## src/pkg/dac_host_map.svh

```systemverilog
// constants for the quad converter parallel-port host: register map, fields, timing
// assumes inclusion by bare name from the package and the core
`ifndef DAC_HOST_MAP_SVH
`define DAC_HOST_MAP_SVH

// ----------------------------------------
// register offsets (byte addresses)
// ----------------------------------------
`define REG_CMD        8'h00
`define REG_STATUS     8'h04
`define REG_READBACK   8'h08
`define REG_CONFIG     8'h0C

// ----------------------------------------
// fields
// ----------------------------------------
`define CMD_DATA_LSB   0
`define CMD_CHAN_LSB   16
`define CMD_OP_LSB     20
`define CFG_SCALE_BIT  0
`define CFG_AUTO_BIT   1
`define STAT_BUSY_BIT  0
`define STAT_DONE_BIT  1
`define CONFIG_RESET   2'h0
`define ZERO_CODE      10'h000
`define MID_CODE       10'h200

// ----------------------------------------
// timing, ns at 4 ns per cycle
// ----------------------------------------
`define CLK_PERIOD_NS  4
`define T_SETUP_NS     50
`define T_WRITE_NS     35
`define T_READ_NS      130
`define T_LOAD_NS      35
`define T_RESET_NS     35
`define T_HIZ_NS       100
`define T_GAP_NS       20
`define NS_TO_CYC(t)   (((t) + `CLK_PERIOD_NS - 1) / `CLK_PERIOD_NS)

`endif

```

## src/pkg/dac_host_pkg.sv

```systemverilog
// types for the quad converter parallel-port host
// assumes the map header sits beside this file
package dac_host_pkg;
	`include "dac_host_map.svh"

	typedef enum logic [2:0]
	{
		OP_WRITE      = 3'h0, // write input register only
		OP_WRITE_LOAD = 3'h1, // single-buffer write
		OP_LOAD_ALL   = 3'h2, // strobe with select high
		OP_READ       = 3'h3,
		OP_RESET      = 3'h4
	} op_t;

	typedef enum logic [2:0]
	{
		ST_IDLE  = 3'h0,
		ST_SETUP = 3'h1,
		ST_PULSE = 3'h3,
		ST_GAP   = 3'h2,
		ST_DONE  = 3'h6
	} state_t;
endpackage

```

## src/core/dac_host.sv

```systemverilog
// host that drives a quad converter parallel port from AXI4-Lite commands
// assumes device pins are wired by the bench; two-way data pins resolved outside
//
// The AXI4-Lite slave port and the register addresses are this design's own decisions.
`include "dac_host_map.svh"
module dac_host
	import dac_host_pkg::*;
#(
	parameter int DATA_W = 10 // converter data width
)
(
	input  wire logic              aclk,               // clock, 250 MHz
	input  wire logic              aresetn,            // sync reset, active low
	input  wire logic              clk_en,             // freezes all state when low
	input  wire logic [7:0]        s_axi_awaddr,       // write address
	input  wire logic              s_axi_awvalid,      // write address valid
	output logic                   s_axi_awready,      // write address ready
	input  wire logic [31:0]       s_axi_wdata,        // write data
	input  wire logic [3:0]        s_axi_wstrb,        // write strobes
	input  wire logic              s_axi_wvalid,       // write data valid
	output logic                   s_axi_wready,       // write data ready
	output logic [1:0]             s_axi_bresp,        // write response
	output logic                   s_axi_bvalid,       // write response valid
	input  wire logic              s_axi_bready,       // write response ready
	input  wire logic [7:0]        s_axi_araddr,       // read address
	input  wire logic              s_axi_arvalid,      // read address valid
	output logic                   s_axi_arready,      // read address ready
	output logic [31:0]            s_axi_rdata,        // read data
	output logic [1:0]             s_axi_rresp,        // read response
	output logic                   s_axi_rvalid,       // read data valid
	input  wire logic              s_axi_rready,       // read data ready
	input  wire logic [DATA_W-1:0] data_bus_i,         // data pins in
	output logic [DATA_W-1:0]      data_bus_o,         // data pins out
	output logic                   data_bus_oe_n,      // low while host drives data
	output logic                   channel_select_low, // channel code bit 0
	output logic                   channel_select_high,// channel code bit 1
	output logic                   read_write,         // 1 read, 0 write
	output logic                   chip_select_n,      // device select, active low
	output logic                   output_load_n,      // load strobe, active low
	output logic                   reset_strobe_n,     // device reset, active low
	output logic                   reset_scale         // 1 midscale reset, 0 zero
);

	// ----------------------------------------
	// timing counts
	// ----------------------------------------
	localparam logic [7:0] SETUP_CYC = 8'(`NS_TO_CYC(`T_SETUP_NS));
	localparam logic [7:0] WRITE_CYC = 8'(`NS_TO_CYC(`T_WRITE_NS));
	localparam logic [7:0] READ_CYC  = 8'(`NS_TO_CYC(`T_READ_NS));
	localparam logic [7:0] LOAD_CYC  = 8'(`NS_TO_CYC(`T_LOAD_NS));
	localparam logic [7:0] RESET_CYC = 8'(`NS_TO_CYC(`T_RESET_NS));
	localparam logic [7:0] HIZ_CYC   = 8'(`NS_TO_CYC(`T_HIZ_NS));
	localparam logic [7:0] GAP_CYC   = 8'(`NS_TO_CYC(`T_GAP_NS));

	state_t              state_q, state_d;
	op_t                 op_q;
	logic [1:0]          chan_q;
	logic [DATA_W-1:0]   wdat_q;
	logic [7:0]          cnt_q;
	logic [DATA_W-1:0]   rb_q;
	logic [1:0]          cfg_q;
	logic                done_q;
	logic                aw_hold_q, w_hold_q;
	logic [7:0]          awaddr_q;
	logic [31:0]         wdata_q;
	logic [3:0]          wstrb_q;
	logic                bvalid_q, rvalid_q;
	logic [31:0]         rdata_q;
	logic [DATA_W-1:0]   sync1_q, sync2_q, sync3_q;

	// ----------------------------------------
	// bus slave decode
	// ----------------------------------------
	wire busy     = (state_q != ST_IDLE);
	wire both_in  = aw_hold_q && w_hold_q;
	wire hit_cmd  = (awaddr_q == `REG_CMD);
	wire hit_cfg  = (awaddr_q == `REG_CONFIG);
	wire wr_known = hit_cmd || hit_cfg;
	// command write while busy waits until the port is free: no command is lost
	wire wr_fire  = both_in && !bvalid_q && (!hit_cmd || !busy);
	wire cmd_go   = wr_fire && hit_cmd && (wstrb_q[2] || wstrb_q[0]);
	wire [2:0] op_field = wdata_q[`CMD_OP_LSB +: 3];
	wire op_ok    = (op_field <= 3'h4);
	wire rd_fire  = s_axi_arvalid && !rvalid_q;
	wire [31:0] status_word = {30'h0, done_q, busy};
	wire [31:0] rd_word =
		(s_axi_araddr == `REG_STATUS)   ? status_word :
		(s_axi_araddr == `REG_READBACK) ? {22'h0, rb_q} :
		(s_axi_araddr == `REG_CONFIG)   ? {30'h0, cfg_q} :
		(s_axi_araddr == `REG_CMD)      ? {9'h0, op_q, 2'h0, chan_q, 6'h0, wdat_q} : 32'h0;
	wire rd_known = (s_axi_araddr == `REG_STATUS) || (s_axi_araddr == `REG_READBACK) ||
		(s_axi_araddr == `REG_CONFIG) || (s_axi_araddr == `REG_CMD);

	// frozen slave shows no handshake, else a beat would be taken and lost
	assign s_axi_awready = !aw_hold_q && clk_en;
	assign s_axi_wready  = !w_hold_q && clk_en;
	assign s_axi_bvalid  = bvalid_q && clk_en;
	assign s_axi_rvalid  = rvalid_q && clk_en;
	assign s_axi_rdata   = rdata_q;
	assign s_axi_arready = !rvalid_q && clk_en;

	logic [1:0] rresp_q, bresp_q;
	assign s_axi_rresp = rresp_q;

	always_ff @(posedge aclk)
	begin
		if (!aresetn)
		begin
			aw_hold_q <= 1'b0;
			w_hold_q  <= 1'b0;
			awaddr_q  <= 8'h00;
			wdata_q   <= 32'h0;
			wstrb_q   <= 4'h0;
			bvalid_q  <= 1'b0;
			rvalid_q  <= 1'b0;
			rdata_q   <= 32'h0;
			rresp_q   <= 2'h0;
			cfg_q     <= `CONFIG_RESET;
		end
		else if (clk_en)
		begin
			if (s_axi_awvalid && !aw_hold_q)
			begin
				aw_hold_q <= 1'b1;
				awaddr_q  <= s_axi_awaddr;
			end
			if (s_axi_wvalid && !w_hold_q)
			begin
				w_hold_q <= 1'b1;
				wdata_q  <= s_axi_wdata;
				wstrb_q  <= s_axi_wstrb;
			end
			if (wr_fire)
			begin
				aw_hold_q <= 1'b0;
				w_hold_q  <= 1'b0;
				bvalid_q  <= 1'b1;
				if (hit_cfg && wstrb_q[0])
					cfg_q <= wdata_q[1:0];
			end
			else if (bvalid_q && s_axi_bready)
				bvalid_q <= 1'b0;
			if (rd_fire)
			begin
				rvalid_q <= 1'b1;
				rdata_q  <= rd_word;
				rresp_q  <= rd_known ? 2'h0 : 2'h2;
			end
			else if (rvalid_q && s_axi_rready)
				rvalid_q <= 1'b0;
		end
	end
	// write response: unmapped address or bad op answers slverr
	always_ff @(posedge aclk)
	begin
		if (!aresetn)
			bresp_q <= 2'h0;
		else if (clk_en && wr_fire)
			bresp_q <= (!wr_known || (hit_cmd && !op_ok)) ? 2'h2 : 2'h0;
	end
	assign s_axi_bresp = bresp_q;

	// ----------------------------------------
	// readback synchroniser
	// ----------------------------------------
	always_ff @(posedge aclk)
	begin
		if (!aresetn)
		begin
			sync1_q <= '0;
			sync2_q <= '0;
			sync3_q <= '0;
		end
		else if (clk_en)
		begin
			sync1_q <= data_bus_i;
			sync2_q <= sync1_q;
			sync3_q <= sync2_q;
		end
	end
	wire rb_stable = (sync2_q == sync3_q);

	// ----------------------------------------
	// pin sequencer
	// ----------------------------------------
	wire cnt_end  = (cnt_q == 8'h00);
	wire is_write = (op_q == OP_WRITE) || (op_q == OP_WRITE_LOAD);
	wire sel_phase = (state_q == ST_SETUP) || (state_q == ST_PULSE);
	wire [7:0] pulse_cyc =
		(op_q == OP_READ)     ? READ_CYC :
		(op_q == OP_LOAD_ALL) ? LOAD_CYC :
		(op_q == OP_RESET)    ? RESET_CYC : WRITE_CYC;

	always_comb
	begin
		state_d = state_q;
		unique case (state_q)
			ST_IDLE:  if (cmd_go && op_ok) state_d = ST_SETUP;
			ST_SETUP: if (cnt_end) state_d = ST_PULSE;
			ST_PULSE: if (cnt_end && (op_q != OP_READ || rb_stable)) state_d = ST_GAP;
			ST_GAP:   if (cnt_end) state_d = ST_DONE;
			ST_DONE:  state_d = ST_IDLE;
			default:  state_d = ST_IDLE;
		endcase
	end

	always_ff @(posedge aclk)
	begin
		if (!aresetn)
		begin
			state_q <= ST_IDLE;
			op_q    <= OP_WRITE;
			chan_q  <= 2'h0;
			wdat_q  <= '0;
			cnt_q   <= 8'h00;
			rb_q    <= '0;
			done_q  <= 1'b0;
		end
		else if (clk_en)
		begin
			state_q <= state_d;
			if (state_q == ST_IDLE && state_d == ST_SETUP)
			begin
				op_q   <= op_t'(op_field);
				chan_q <= wdata_q[`CMD_CHAN_LSB +: 2];
				wdat_q <= wdata_q[`CMD_DATA_LSB +: DATA_W];
				cnt_q  <= SETUP_CYC - 8'h01;
				done_q <= 1'b0;
			end
			else if (state_q == ST_SETUP && cnt_end)
				cnt_q <= pulse_cyc - 8'h01;
			else if (state_q == ST_PULSE && state_d == ST_GAP)
			begin
				// a released read bus needs the float time before the next drive
				cnt_q <= (op_q == OP_READ) ? HIZ_CYC - 8'h01 : GAP_CYC - 8'h01;
				if (op_q == OP_READ)
					rb_q <= sync3_q;
			end
			else if (!cnt_end)
				cnt_q <= cnt_q - 8'h01;
			// set wins over a new command start in the same cycle
			if (state_q == ST_DONE)
				done_q <= 1'b1;
		end
	end

	// ----------------------------------------
	// pin drive
	// ----------------------------------------
	wire sel_access = sel_phase && (is_write || op_q == OP_READ);
	// select only asserted for register accesses, never for group load or reset
	wire cs_n_d  = !sel_access;
	// single buffer pulses strobe low in the pulse phase under select; group load pulses it alone
	wire ld_n_d  = !((state_q == ST_PULSE) && (op_q == OP_WRITE_LOAD || op_q == OP_LOAD_ALL));
	// reset strobe with select high so registers stay latched after release
	wire rs_n_d  = !((state_q == ST_PULSE) && (op_q == OP_RESET));
	// host drives only for writes; during reads the device owns the bus
	wire oe_n_d  = !(sel_phase && is_write);

	always_ff @(posedge aclk)
	begin
		if (!aresetn)
		begin
			chip_select_n       <= 1'b1;
			output_load_n       <= 1'b1;
			reset_strobe_n      <= 1'b1;
			data_bus_oe_n       <= 1'b1;
			data_bus_o          <= '0;
			read_write          <= 1'b1;
			channel_select_low  <= 1'b0;
			channel_select_high <= 1'b0;
			reset_scale         <= 1'b0;
		end
		else if (clk_en)
		begin
			chip_select_n       <= cs_n_d;
			output_load_n       <= ld_n_d;
			reset_strobe_n      <= rs_n_d;
			data_bus_oe_n       <= oe_n_d;
			data_bus_o          <= wdat_q;
			read_write          <= !(sel_phase && is_write);
			channel_select_low  <= chan_q[0];
			channel_select_high <= chan_q[1];
			reset_scale         <= cfg_q[`CFG_SCALE_BIT];
		end
	end
endmodule

```

## config.mk

```make
export PLATFORM = sky130hd
export DESIGN_NAME = dac_host
export DESIGN_NICKNAME = d
export VERILOG_FILES = /design/src/pkg/dac_host_pkg.sv /design/src/core/dac_host.sv
export VERILOG_INCLUDE_DIRS = /design/src /design/src/pkg
export SDC_FILE = /design/constraint.sdc
export NUM_CORES = 1
export LEC_CHECK = 0
export BUFFER_PORTS_ARGS = -buffer_cell sky130_fd_sc_hd__buf_2
export CAP_MARGIN = 40
export CORE_ASPECT_RATIO = 1.4
export CORE_MARGIN = 4
export CORE_UTILIZATION = 40
export DETAILED_ROUTE_END_ITERATION = 6
export PLACE_DENSITY = 0.74
export SYNTH_ARGS = -nofsm -noshare
export SYNTH_HDL_FRONTEND = slang
export SYNTH_SLANG_ARGS = --single-unit
```

## constraint.sdc

```tcl
create_clock -name aclk -period 1.9 [get_ports aclk]
set_clock_uncertainty 0.2 [all_clocks]
set_input_delay 0.285 -clock aclk [delete_from_list [all_inputs] [get_ports aclk]]
set_output_delay 0.285 -clock aclk [all_outputs]
set_load 0.1 [all_outputs]
```

# Word level (Yosys, flattened, before mapping)
# Index checks and enable logic that the tools add are counted.
dict set report totals {
  regBits 160
  latch_bits 0
  mem_bits_rw 0
  rom_bits 0
  output_inout_bits 59
  word_cells 152
  n_memories 0
}
dict set report classes {
  n_addsub 2
  multipliers 0
  n_div 0
  magnitude_cmp 1
  eq_ne 17
  n_shift 0
  mux 27
  bitwise 2
  n_reduce_logical 74
}
# op n
set op_table {}
lappend op_table {{2-to-1 mux 23 bit} 4}
lappend op_table {{2-to-1 mux 8 bit} 4}
lappend op_table {{logical AND 1 bit} 27}
lappend op_table {{== test 8 x 4 -> 1 bit (second input constant)} 3}
lappend op_table {{logical NOT 8 bit} 3}
lappend op_table {{AND reduction 2 bit} 10}
lappend op_table {{== test 3 x 2 -> 1 bit (second input constant)} 5}
lappend op_table {{logical NOT 1 bit} 12}
lappend op_table {{logical OR 1 bit} 12}
lappend op_table {{2-to-1 mux 3 bit} 4}
lappend op_table {{one-hot mux 3 bit (4 select lines)} 1}
lappend op_table {{== test 10 bit} 1}
lappend op_table {{2-to-1 mux 1 bit} 10}
lappend op_table {{nonzero test 2 bit} 5}
lappend op_table {{== test 3 x 1 -> 1 bit (second input constant)} 3}
lappend op_table {{== test 8 x 3 -> 1 bit (second input constant)} 1}
lappend op_table {{subtractor 8 x 1 -> 8 bit (second input constant)} 1}
lappend op_table {{subtractor 6 x 1 -> 7 bit (second input constant)} 1}
lappend op_table {{== test 3 bit (second input constant)} 2}
lappend op_table {{logical NOT 3 bit} 2}
lappend op_table {{2-to-1 mux 6 bit} 1}
lappend op_table {{2-to-1 mux 5 bit} 1}
lappend op_table {{AND reduction 5 bit} 1}
lappend op_table {{2-to-1 mux 2 bit} 2}
lappend op_table {{6 further kinds} 7}

# Depth between registers and ports, before layout
# Gate-level depths: netlist of the first run.
dict set report logic_depth {
  depth_word 14
  ltp_mapped 8
}

# Worst setup path after synthesis of the first run
# Ideal clock, no wire load.
dict set report synth_timing {
  path_type {input to register}
  startpoint {in clk_en}
  endpoint {reg wdata_q[16]}
  setup_time_ns 0.070
  arrival_ns 2.818
  required_time_ns 1.630
  setup_slack_ns -1.189
  cell_stages 8
  path_buffers 3
  path_cell_list {buf_2 -> inv_1 -> nor2_1 -> and2_1 -> clkbuf_1 -> clkbuf_1 -> nand2_1 -> a21oi_1}
}
dict set report synth_via {
  elab_chain_len 1
}
# element line_no
set synth_rtl {}
lappend synth_rtl {{start, declared} dac_host.sv:14} ;# input wire logic clk_en,
lappend synth_rtl {{AND reduction 2 bit (no source line)} --}
lappend synth_rtl {{end signal, assigned} dac_host.sv:130} ;# wdata_q <= s_axi_wdata;
lappend synth_rtl {{end, declared} dac_host.sv:65} ;# logic [31:0] wdata_q;
# No other way between the ends.
# A chain may end at the register's enable or synchronous reset.

# Final worst setup path of the first run
dict set report layout_timing {
  startpoint {reg awaddr_q[4]}
  endpoint {reg cnt_q[2]}
}
dict set report layout_via {
  elab_chain_len 14
  word_cells_on_any_way 18
  cone_classes {eq/ne (3); mux (5); reduce/logical (10)}
}
# element line_no
set layout_rtl {}
lappend layout_rtl {{start, declared} dac_host.sv:64} ;# logic [7:0] awaddr_q;
lappend layout_rtl {{start signal, assigned} dac_host.sv:125} ;# awaddr_q <= s_axi_awaddr;
lappend layout_rtl {{logical NOT 8 bit (no source line) (*)} --}
lappend layout_rtl {{logical NOT 1 bit} dac_host.sv:80} ;# wire wr_fire = both_in && !bvalid_q && (!hit_cmd || !busy);
lappend layout_rtl {{logical OR 1 bit} dac_host.sv:80}
lappend layout_rtl {{logical AND 1 bit} dac_host.sv:80}
lappend layout_rtl {{logical AND 1 bit (*) (2 in series)} dac_host.sv:81} ;# wire cmd_go = wr_fire && hit_cmd && (wstrb_q[2] || wstrb_q[0]);
lappend layout_rtl {{logical AND 1 bit (*)} dac_host.sv:198} ;# ST_IDLE: if (cmd_go && op_ok) state_d = ST_SETUP;
lappend layout_rtl {{2-to-1 mux 3 bit (*)} dac_host.sv:198}
lappend layout_rtl {{one-hot mux 3 bit (4 select lines) (*)} dac_host.sv:197} ;# unique case (state_q)
lappend layout_rtl {{== test 3 x 2 -> 1 bit} dac_host.sv:232} ;# else if (state_q == ST_PULSE && state_d == ST_GAP)
lappend layout_rtl {{logical AND 1 bit} dac_host.sv:232}
lappend layout_rtl {{2-to-1 mux 8 bit} dac_host.sv:232}
lappend layout_rtl {{2-to-1 mux 8 bit} dac_host.sv:230} ;# else if (state_q == ST_SETUP && cnt_end)
lappend layout_rtl {{2-to-1 mux 8 bit} dac_host.sv:222} ;# if (state_q == ST_IDLE && state_d == ST_SETUP)
lappend layout_rtl {{end signal, assigned} dac_host.sv:227} ;# cnt_q <= SETUP_CYC - 8'h01;
lappend layout_rtl {{end signal, assigned} dac_host.sv:231} ;# cnt_q <= pulse_cyc - 8'h01;
lappend layout_rtl {{end signal, assigned} dac_host.sv:235} ;# cnt_q <= (op_q == OP_READ) ? HIZ_CYC - 8'h01 : GAP_CYC - 8'h01;
lappend layout_rtl {{end, declared} dac_host.sv:59} ;# logic [7:0] cnt_q;
# Every way passes the cells marked *; elsewhere a longest branch is shown, timed or not.

==> results of run 1 <==
-- kinds of logic (layout without fill, tap and decap cells) --
logic type / count (synthesis) / count (layout) / share of synthesized area
other: 1 / 19 / 0.000676
adders and majority gates: 1 / 1 / 0.00225
and+or+nand+nor: 245 / 245 / 0.203
AOI/OAI and AO/OA: 92 / 92 / 0.108
muxes: 67 / 67 / 0.127
DFF: 132 / 132 / 0.476
xor gates and xnor gates: 13 / 13 / 0.0205
buffers and inverters: 65 / 253 / 0.0616
-- flip-flops by register name, summed over array words and instances (netlist names), 2 cells and up --
name	count
s_axi_rdata	15
wdata_q	15
data_bus_o	10
rb_q	10
sync1_q	10
sync2_q	10
sync3_q	10
wdat_q	10
awaddr_q	8
cnt_q	8
op_q	3
state_q	3
cfg_q	2
chan_q	2
wstrb_q	2
-- metrics by stage --
stage                      util  setup WS [ps]  cells  area, um^2
final                     0.603           -299   1004        8150
after global routing      0.603           -403   1004        8150
after CTS                 0.589           -301   1001        7960
after detailed placement  0.499           -291    925        6740
after global placement    0.499           -307    925        6740
after floorplan               -           -221    634        5700
-- metal layers --
metal	vias to the layer above	track usage
li1	2459	-
met5	-	0
met2	147	0.318
met1	2334	0.218
met4	0	0.0916
met3	41	0.0470
-- power breakdown --
group / total, mW / internal, mW / switching [mW]
clock: 3.35 / 2.14 / 1.21
sequential: 3.03 / 2.90 / 0.131
combinational: 2.24 / 1.03 / 1.21
-- worst max-delay path, stage by stage (launching register included) --
cell and delay, ps:
dfxtp_2 340, nor4_4 300, nand2_2 150, o41ai_4 460, nor3_4 90, buf_12 160
buf_4 140, a2111oi_4 260
-- cells in the mapped netlist (2+ instances only) --
library cell | instances | area, um^2
a31o_1 | 2 | 17.5
nor3b_1 | 2 | 15.0
a22oi_1 | 15 | 113
buf_1 | 5 | 18.8
nor4b_1 | 2 | 17.5
and2_1 | 5 | 31.3
buf_2 | 3 | 15.0
o21ai_0 | 6 | 30.0
o21a_1 | 2 | 15.0
or3_1 | 2 | 12.5
or4_1 | 3 | 22.5
nand4b_1 | 2 | 17.5
nand2_1 | 93 | 349
a221oi_1 | 2 | 17.5
mux4_2 | 2 | 45.0
o22ai_1 | 2 | 12.5
buf_6 | 2 | 22.5
and3b_1 | 2 | 17.5
nor4_1 | 5 | 31.3
xor2_1 | 12 | 105
buf_4 | 21 | 158
and3_1 | 2 | 12.5
nor4_2 | 3 | 37.5
o21ai_1 | 2 | 10.0
nor3_1 | 5 | 25.0
dfxtp_1 | 132 | 2640
nand3_1 | 16 | 80.1
mux2i_1 | 56 | 561
a21oi_1 | 48 | 240
nand4_1 | 3 | 18.8
nor2_1 | 89 | 334
clkbuf_1 | 26 | 97.6
inv_1 | 7 | 26.3
o32ai_1 | 2 | 17.5
nor2b_1 | 4 | 25.0
mux2_2 | 9 | 101
o31ai_1 | 2 | 15.0
-- final timing paths --
| check | to | from |
|---|---|---|
| hold reg to reg | wdata_q[7] | wdata_q[7] |
| hold / removal | awaddr_q[4] | s_axi_awvalid |
| setup reg to reg | cnt_q[2] | awaddr_q[4] |
| setup / recovery | cnt_q[2] | awaddr_q[4] |
-- repair_timing --
item / CTS / global route
hold buffers: 37 / 0
pin swaps: 32 / 11
buffers inserted: 5 / 4
gates cloned: 2 / 0
gates resized for setup: 50 / 41
hold endpoints to repair: 37 / 0
setup endpoints to repair: 38 / 46
-- cell type report --
type | instances | area (um^2)
fill | 1109 | 5360
multi-input combinational | 437 | 2970
sequential | 132 | 2650
timing repair buffer | 213 | 1660
clock buffer | 21 | 460
tap | 182 | 228
clock inverter | 11 | 150
inverter | 8 | 33.8
-- layout by cell type, fill, tap and decap left out, types with 17 or more instances in the layout --
master | Yosys | layout
conb_1 | 1 | 19
dlygate4sd3_1 | 0 | 37
nor2_1 | 89 | 86
a21oi_1 | 48 | 42
nand2_1 | 93 | 70
mux2i_1 | 56 | 56
buf_2 | 3 | 84
buf_4 | 21 | 74
clkbuf_16 | 0 | 17
dfxtp_1 | 132 | 126
==> flow_metrics.py, run 1 <==
metrics = {
    "timing": {
        "setup_slack_ps": -299,
        "report.final.slew_viol_count": 0,
        "max_freq_ghz": 0.455,
        "finalSetupViolCount": 37,
        "fin_tns_setup_ps": -6330,
        "slew_headroom": 0.642,
        "rsz0062_at_grt": "true",
        "finalCriticalPeriod_ps": 2200,
        "period_share": 1.16,
        "whs_ps": 23.2,
        "worst_slew_pin_slew_ps": 541,
        "hold_viol": 0,
    },
    "global_routing": {
        "antenna_found_initial": 0,
        "overflow": 0,
        "track_usage": 0.187,
        "grt_max_degree": 84,
        "grt_pass1_vias": 4953,
        "grt_pass1_wl_um": 23800,
    },
    "drt": {
        "postRouteAntennaNets": 0,
        "drt-met1-wl_um": 6020,
        "routedWlPerCell_um": 14.8,
        "wirelength_um": 14800,
        "drt-initial-drc-count": 256,
        "first_pass_iters": 4,
        "vias_per_cell": 4.96,
        "num_vias": 4981,
        "routed.top_layer": "met4",
        "met3_wirelength_um": 669,
        "wl_met2_um": 7610,
        "drc_errors": 0,
    },
    "pwr": {
        "ir_worst_vdd_mv": 0.562,
        "pwr_density_cell_nw_per_um2": 1060,
        "power_mw": 8.63,
        "p_leak_nw": 3.49,
    },
    "clock_tree": {
        "cts_tree": "yes",
        "numCtsBuffers": 17,
        "cts_buffer_depth": 2,
        "htree_levels": 4,
        "cts_num_sinks": 132,
        "clockRootBuffer": "clkbuf_16",
        "clkTransAtPathRegs_ps": 60,
        "clk_latency_ps": 420,
    },
    "hold_path": {
        "hold_class": "primary input to flop",
        "hold_depth": 3,
    },
    "synth": {
        "synth-edff-count": 0,
        "synthDistinctLibCells": 57,
        "yosysSeqAreaShare": 0.476,
        "synthCells": 616,
        "yosysWarnings": 0,
        "ys_ff_latch": 132,
        "synthArstFlopShare": 0,
        "synth_area_per_cell_um2": 9.01,
        "synth_area_um2": 5550,
        "ys.flop_type": "dfxtp_1",
    },
    "place": {
        "numPortBuffers": 90,
        "gp_congestion": 0.886,
        "place_hpwl_um": 9470,
    },
    "critical_path": {
        "crit_path_start_kind": "flop",
        "regToRegSetupSlack_ps": -300,
        "cp.arrival_ps": 2300,
        "reg2regPathDepth": 7,
        "end_kind": "flop",
        "worstPathRequired_ps": 2000,
        "critical_path.max_fanout": 11,
        "crit_type": "flop to flop",
    },
    "flow_run": {
        "maxCapViolCount": 0,
    },
    "floorplanning": {
        "io_pins": 129,
        "rows": 50,
        "initial_core_util": 0.411,
        "die-area_um2": 15800,
        "core-area_um2": 13500,
        "die_h_um": 147,
        "die_x_um": 108,
    },
    "final_layout": {
        "diodes": 0,
        "drive_gt1_frac": 0.363,
        "nets": 880,
        "syn2layout_area_growth_pct": 46.9,
    },
    "outcome": {
        "violations": "setup timing",
        "status": "finished, violations left",
    },
}
Note: power is estimated with default switching activity, not from simulation.
==> run 2: changes to the inputs <==
--- a/config.mk
+++ b/config.mk
@@ -10,9 +10,9 @@
 export CAP_MARGIN = 40
 export CORE_ASPECT_RATIO = 1.4
 export CORE_MARGIN = 4
-export CORE_UTILIZATION = 40
+export CORE_UTILIZATION = 48
 export DETAILED_ROUTE_END_ITERATION = 6
-export PLACE_DENSITY = 0.74
+export PLACE_DENSITY = 0.84
 export SYNTH_ARGS = -nofsm -noshare
 export SYNTH_HDL_FRONTEND = slang
 export SYNTH_SLANG_ARGS = --single-unit
==> run 2 against run 1 <==
- the run still ends with setup timing left
- fmax down 4.7%
- die area down 16%
- wire length up 20%
- via count up 9.9%
- sequential power about the same
- power decreased by 5.1%
- core utilization up 11 points
- combinational power down 6%
- hold slack better by 3.3 ps
- clock power down 8.7%
==> flow_metrics.py, run 2 (synthesis gave the netlist of run 1 again) <==
metrics = {
    "critical_path": {
        "cp.arrival_ps": 2400,
        "worstPathRequired_ps": 2000,
        "rr_startpoint": "cnt_q[2]",
        "crit_path_start_kind": "flop",
        "cp_common_cell": "nor3_4",
        "crit_type": "flop to flop",
        "slowest_stage": "or4_4",
        "rr_endpoint": "rb_q[5]",
        "cp-endpoint": "rb_q[5]",
        "cp_top_family": "simple AND/OR/NAND/NOR gates",
        "path_depth": 7,
        "critical_path.max_fanout": 11,
        "cp_num_buf_inv": 1,
        "crit_chain": "or4_4 > nor3_4 > nand2_2 > nor3_4 > buf_12 > mux2i_2 > nor2_1",
        "startpoint": "cnt_q[2]",
        "regToRegSetupSlack_ps": -410,
        "slowest_delay_ps": 570,
        "reg2regPathDepth": 7,
        "end_kind": "flop",
    },
    "timing": {
        "finalCriticalPeriod_ps": 2310,
        "period_share": 1.22,
        "whs_ps": 26.5,
        "setup_slack_ps": -409,
        "hold_viol": 0,
        "finalSetupViolCount": 38,
        "report.final.slew_viol_count": 0,
        "worst_slew_pin_slew_ps": 506,
        "fin_tns_setup_ps": -10450,
        "slew_headroom": 0.658,
        "rsz0062_at_grt": "true",
        "max_freq_ghz": 0.433,
    },
    "clock_tree": {
        "clkTransAtPathRegs_ps": 60,
        "cts_num_sinks": 132,
        "cts_buffer_depth": 2,
        "numCtsBuffers": 17,
        "clk_latency_ps": 420,
        "cts_tree": "yes",
        "clockRootBuffer": "clkbuf_16",
        "htree_levels": 4,
    },
    "drt": {
        "vias_per_cell": 5.70,
        "drc_errors": 0,
        "wirelength_um": 17800,
        "postRouteAntennaNets": 0,
        "drt-initial-drc-count": 539,
        "first_pass_iters": 5,
        "num_vias": 5476,
        "routedWlPerCell_um": 18.6,
    },
    "flow_run": {
        "maxCapViolCount": 0,
    },
    "hold_path": {
        "hold_class": "primary input to flop",
    },
    "place": {
        "gp_congestion": 0.835,
        "place_hpwl_um": 10100,
        "numPortBuffers": 90,
    },
    "pwr": {
        "p_seq_frac": 0.370,
        "ir_worst_vdd_mv": 0.863,
        "swShare": 0.311,
        "power_mw": 8.19,
        "p_int_mw": 5.64,
        "pwr_density_cell_nw_per_um2": 1010,
        "clockPowerShare": 0.374,
        "comb_power_share": 0.256,
        "p_switching_mw": 2.55,
        "p_leak_nw": 3.60,
    },
    "global_routing": {
        "use_met3": 0.0505,
        "grt_pass1_wl_um": 26800,
        "grt_pass1_vias": 5364,
        "use_met2": 0.454,
        "overflow": 0,
        "grt_use_met1": 0.274,
        "antenna_found_initial": 0,
        "track_usage": 0.250,
        "busiest_layer": "met2",
        "grt_max_degree": 60,
    },
    "floorplanning": {
        "die-area_um2": 13400,
        "die_h_um": 135,
        "initial_core_util": 0.489,
        "die_x_um": 98.9,
        "io_pins": 129,
        "rows": 46,
        "core-area_um2": 11300,
    },
    "final_layout": {
        "mostFrequentLayoutCells": "dfxtp_1, nor2_1, buf_2, buf_4, nand2_1",
        "nets": 875,
        "mostFrequentLayoutCell": "dfxtp_1",
        "syn2layout_area_growth_pct": 45.6,
        "drive_gt1_frac": 0.370,
        "diodes": 0,
    },
    "outcome": {
        "status": "finished, violations left",
        "violations": "setup timing",
    },
}
==> run 2: cell count changes in the layout (fill, tap and decap cells not counted), moves of 3 or more <==
cell	delta
a21oi_2	+9
buf_6	-3
nand2_4	+14
clkinv_2	+3
buf_4	-5
a21oi_1	-9
nand2_1	-11
==> run 2: power by group through the flow <==
stage,logic (mW),clock network [mW],registers [mW]
3_5_place_dp,1.80,0,3.06
6_report,2.10,3.06,3.03
2_1_floorplan,1.21,0,3.08
5_1_grt,2.24,3.21,3.04
4_1_cts,1.99,3.05,3.02
3_3_place_gp,1.73,0,3.05
==> run 2: worst min-delay path by stage <==
stage	startpoint	to	slack, ps	depth (start not counted)
after CTS	s_axi_awvalid	awaddr_q[4]	20	3
after detailed placement	wdata_q[3]	wdat_q[3]	250	2
after global routing	s_axi_awvalid	awaddr_q[5]	30	3
final	s_axi_awvalid	awaddr_q[0]	30	3
after floorplan	s_axi_wdata[16]	wdata_q[16]	220	2
after global placement	done_q	done_q	240	2
==> run 2: worst register-to-register path, cell delays in order (launching register included) <==
cell and delay, ps:
dfxtp_2 350, or4_4 570, nor3_4 190, nand2_2 120, nor3_4 230, buf_12 180
mux2i_2 270, nor2_1 90
==> run 2: repair_timing <==
action                                  CTS  global route
buffers inserted                          6             3
endpoints found under the hold margin    41             0
hold buffers                             38             0
cloned                                    2             0
resized for setup                        60            47
pin swaps                                45            37
endpoints found under the setup margin   38            45
==> run 2: through the flow <==
| stage | worst slack [ps] | instance area [um^2] | cells | utilization |
|---|---|---|---|---|
| CTS | -316 | 7900 | 959 | 0.697 |
| finish | -409 | 8080 | 960 | 0.712 |
| detailed placement | -344 | 6690 | 883 | 0.590 |
| global placement | -267 | 6690 | 883 | 0.590 |
| floorplan | -221 | 5700 | 634 | - |
| global route | -475 | 8080 | 960 | 0.712 |
==> run 2: metal layers <==
metal | up-vias | share of wire
li1 | 2461 | -
met1 | 2555 | 0.36
met2 | 357 | 0.51
met3 | 103 | 0.074
met4 | 0 | 0.058
met5 | - | 0
==> run 2: final cells by class <==
| cell class | instances | area (um^2) |
|---|---|---|
| Clock buffer | 19 | 443 |
| Timing Repair Buffer | 208 | 1640 |
| Tap cell | 144 | 180 |
| Inverter | 8 | 33.8 |
| Multi-Input combinational cell | 437 | 3030 |
| Clock inverter | 12 | 106 |
| Fill cell | 704 | 3260 |
| Sequential cell | 132 | 2650 |
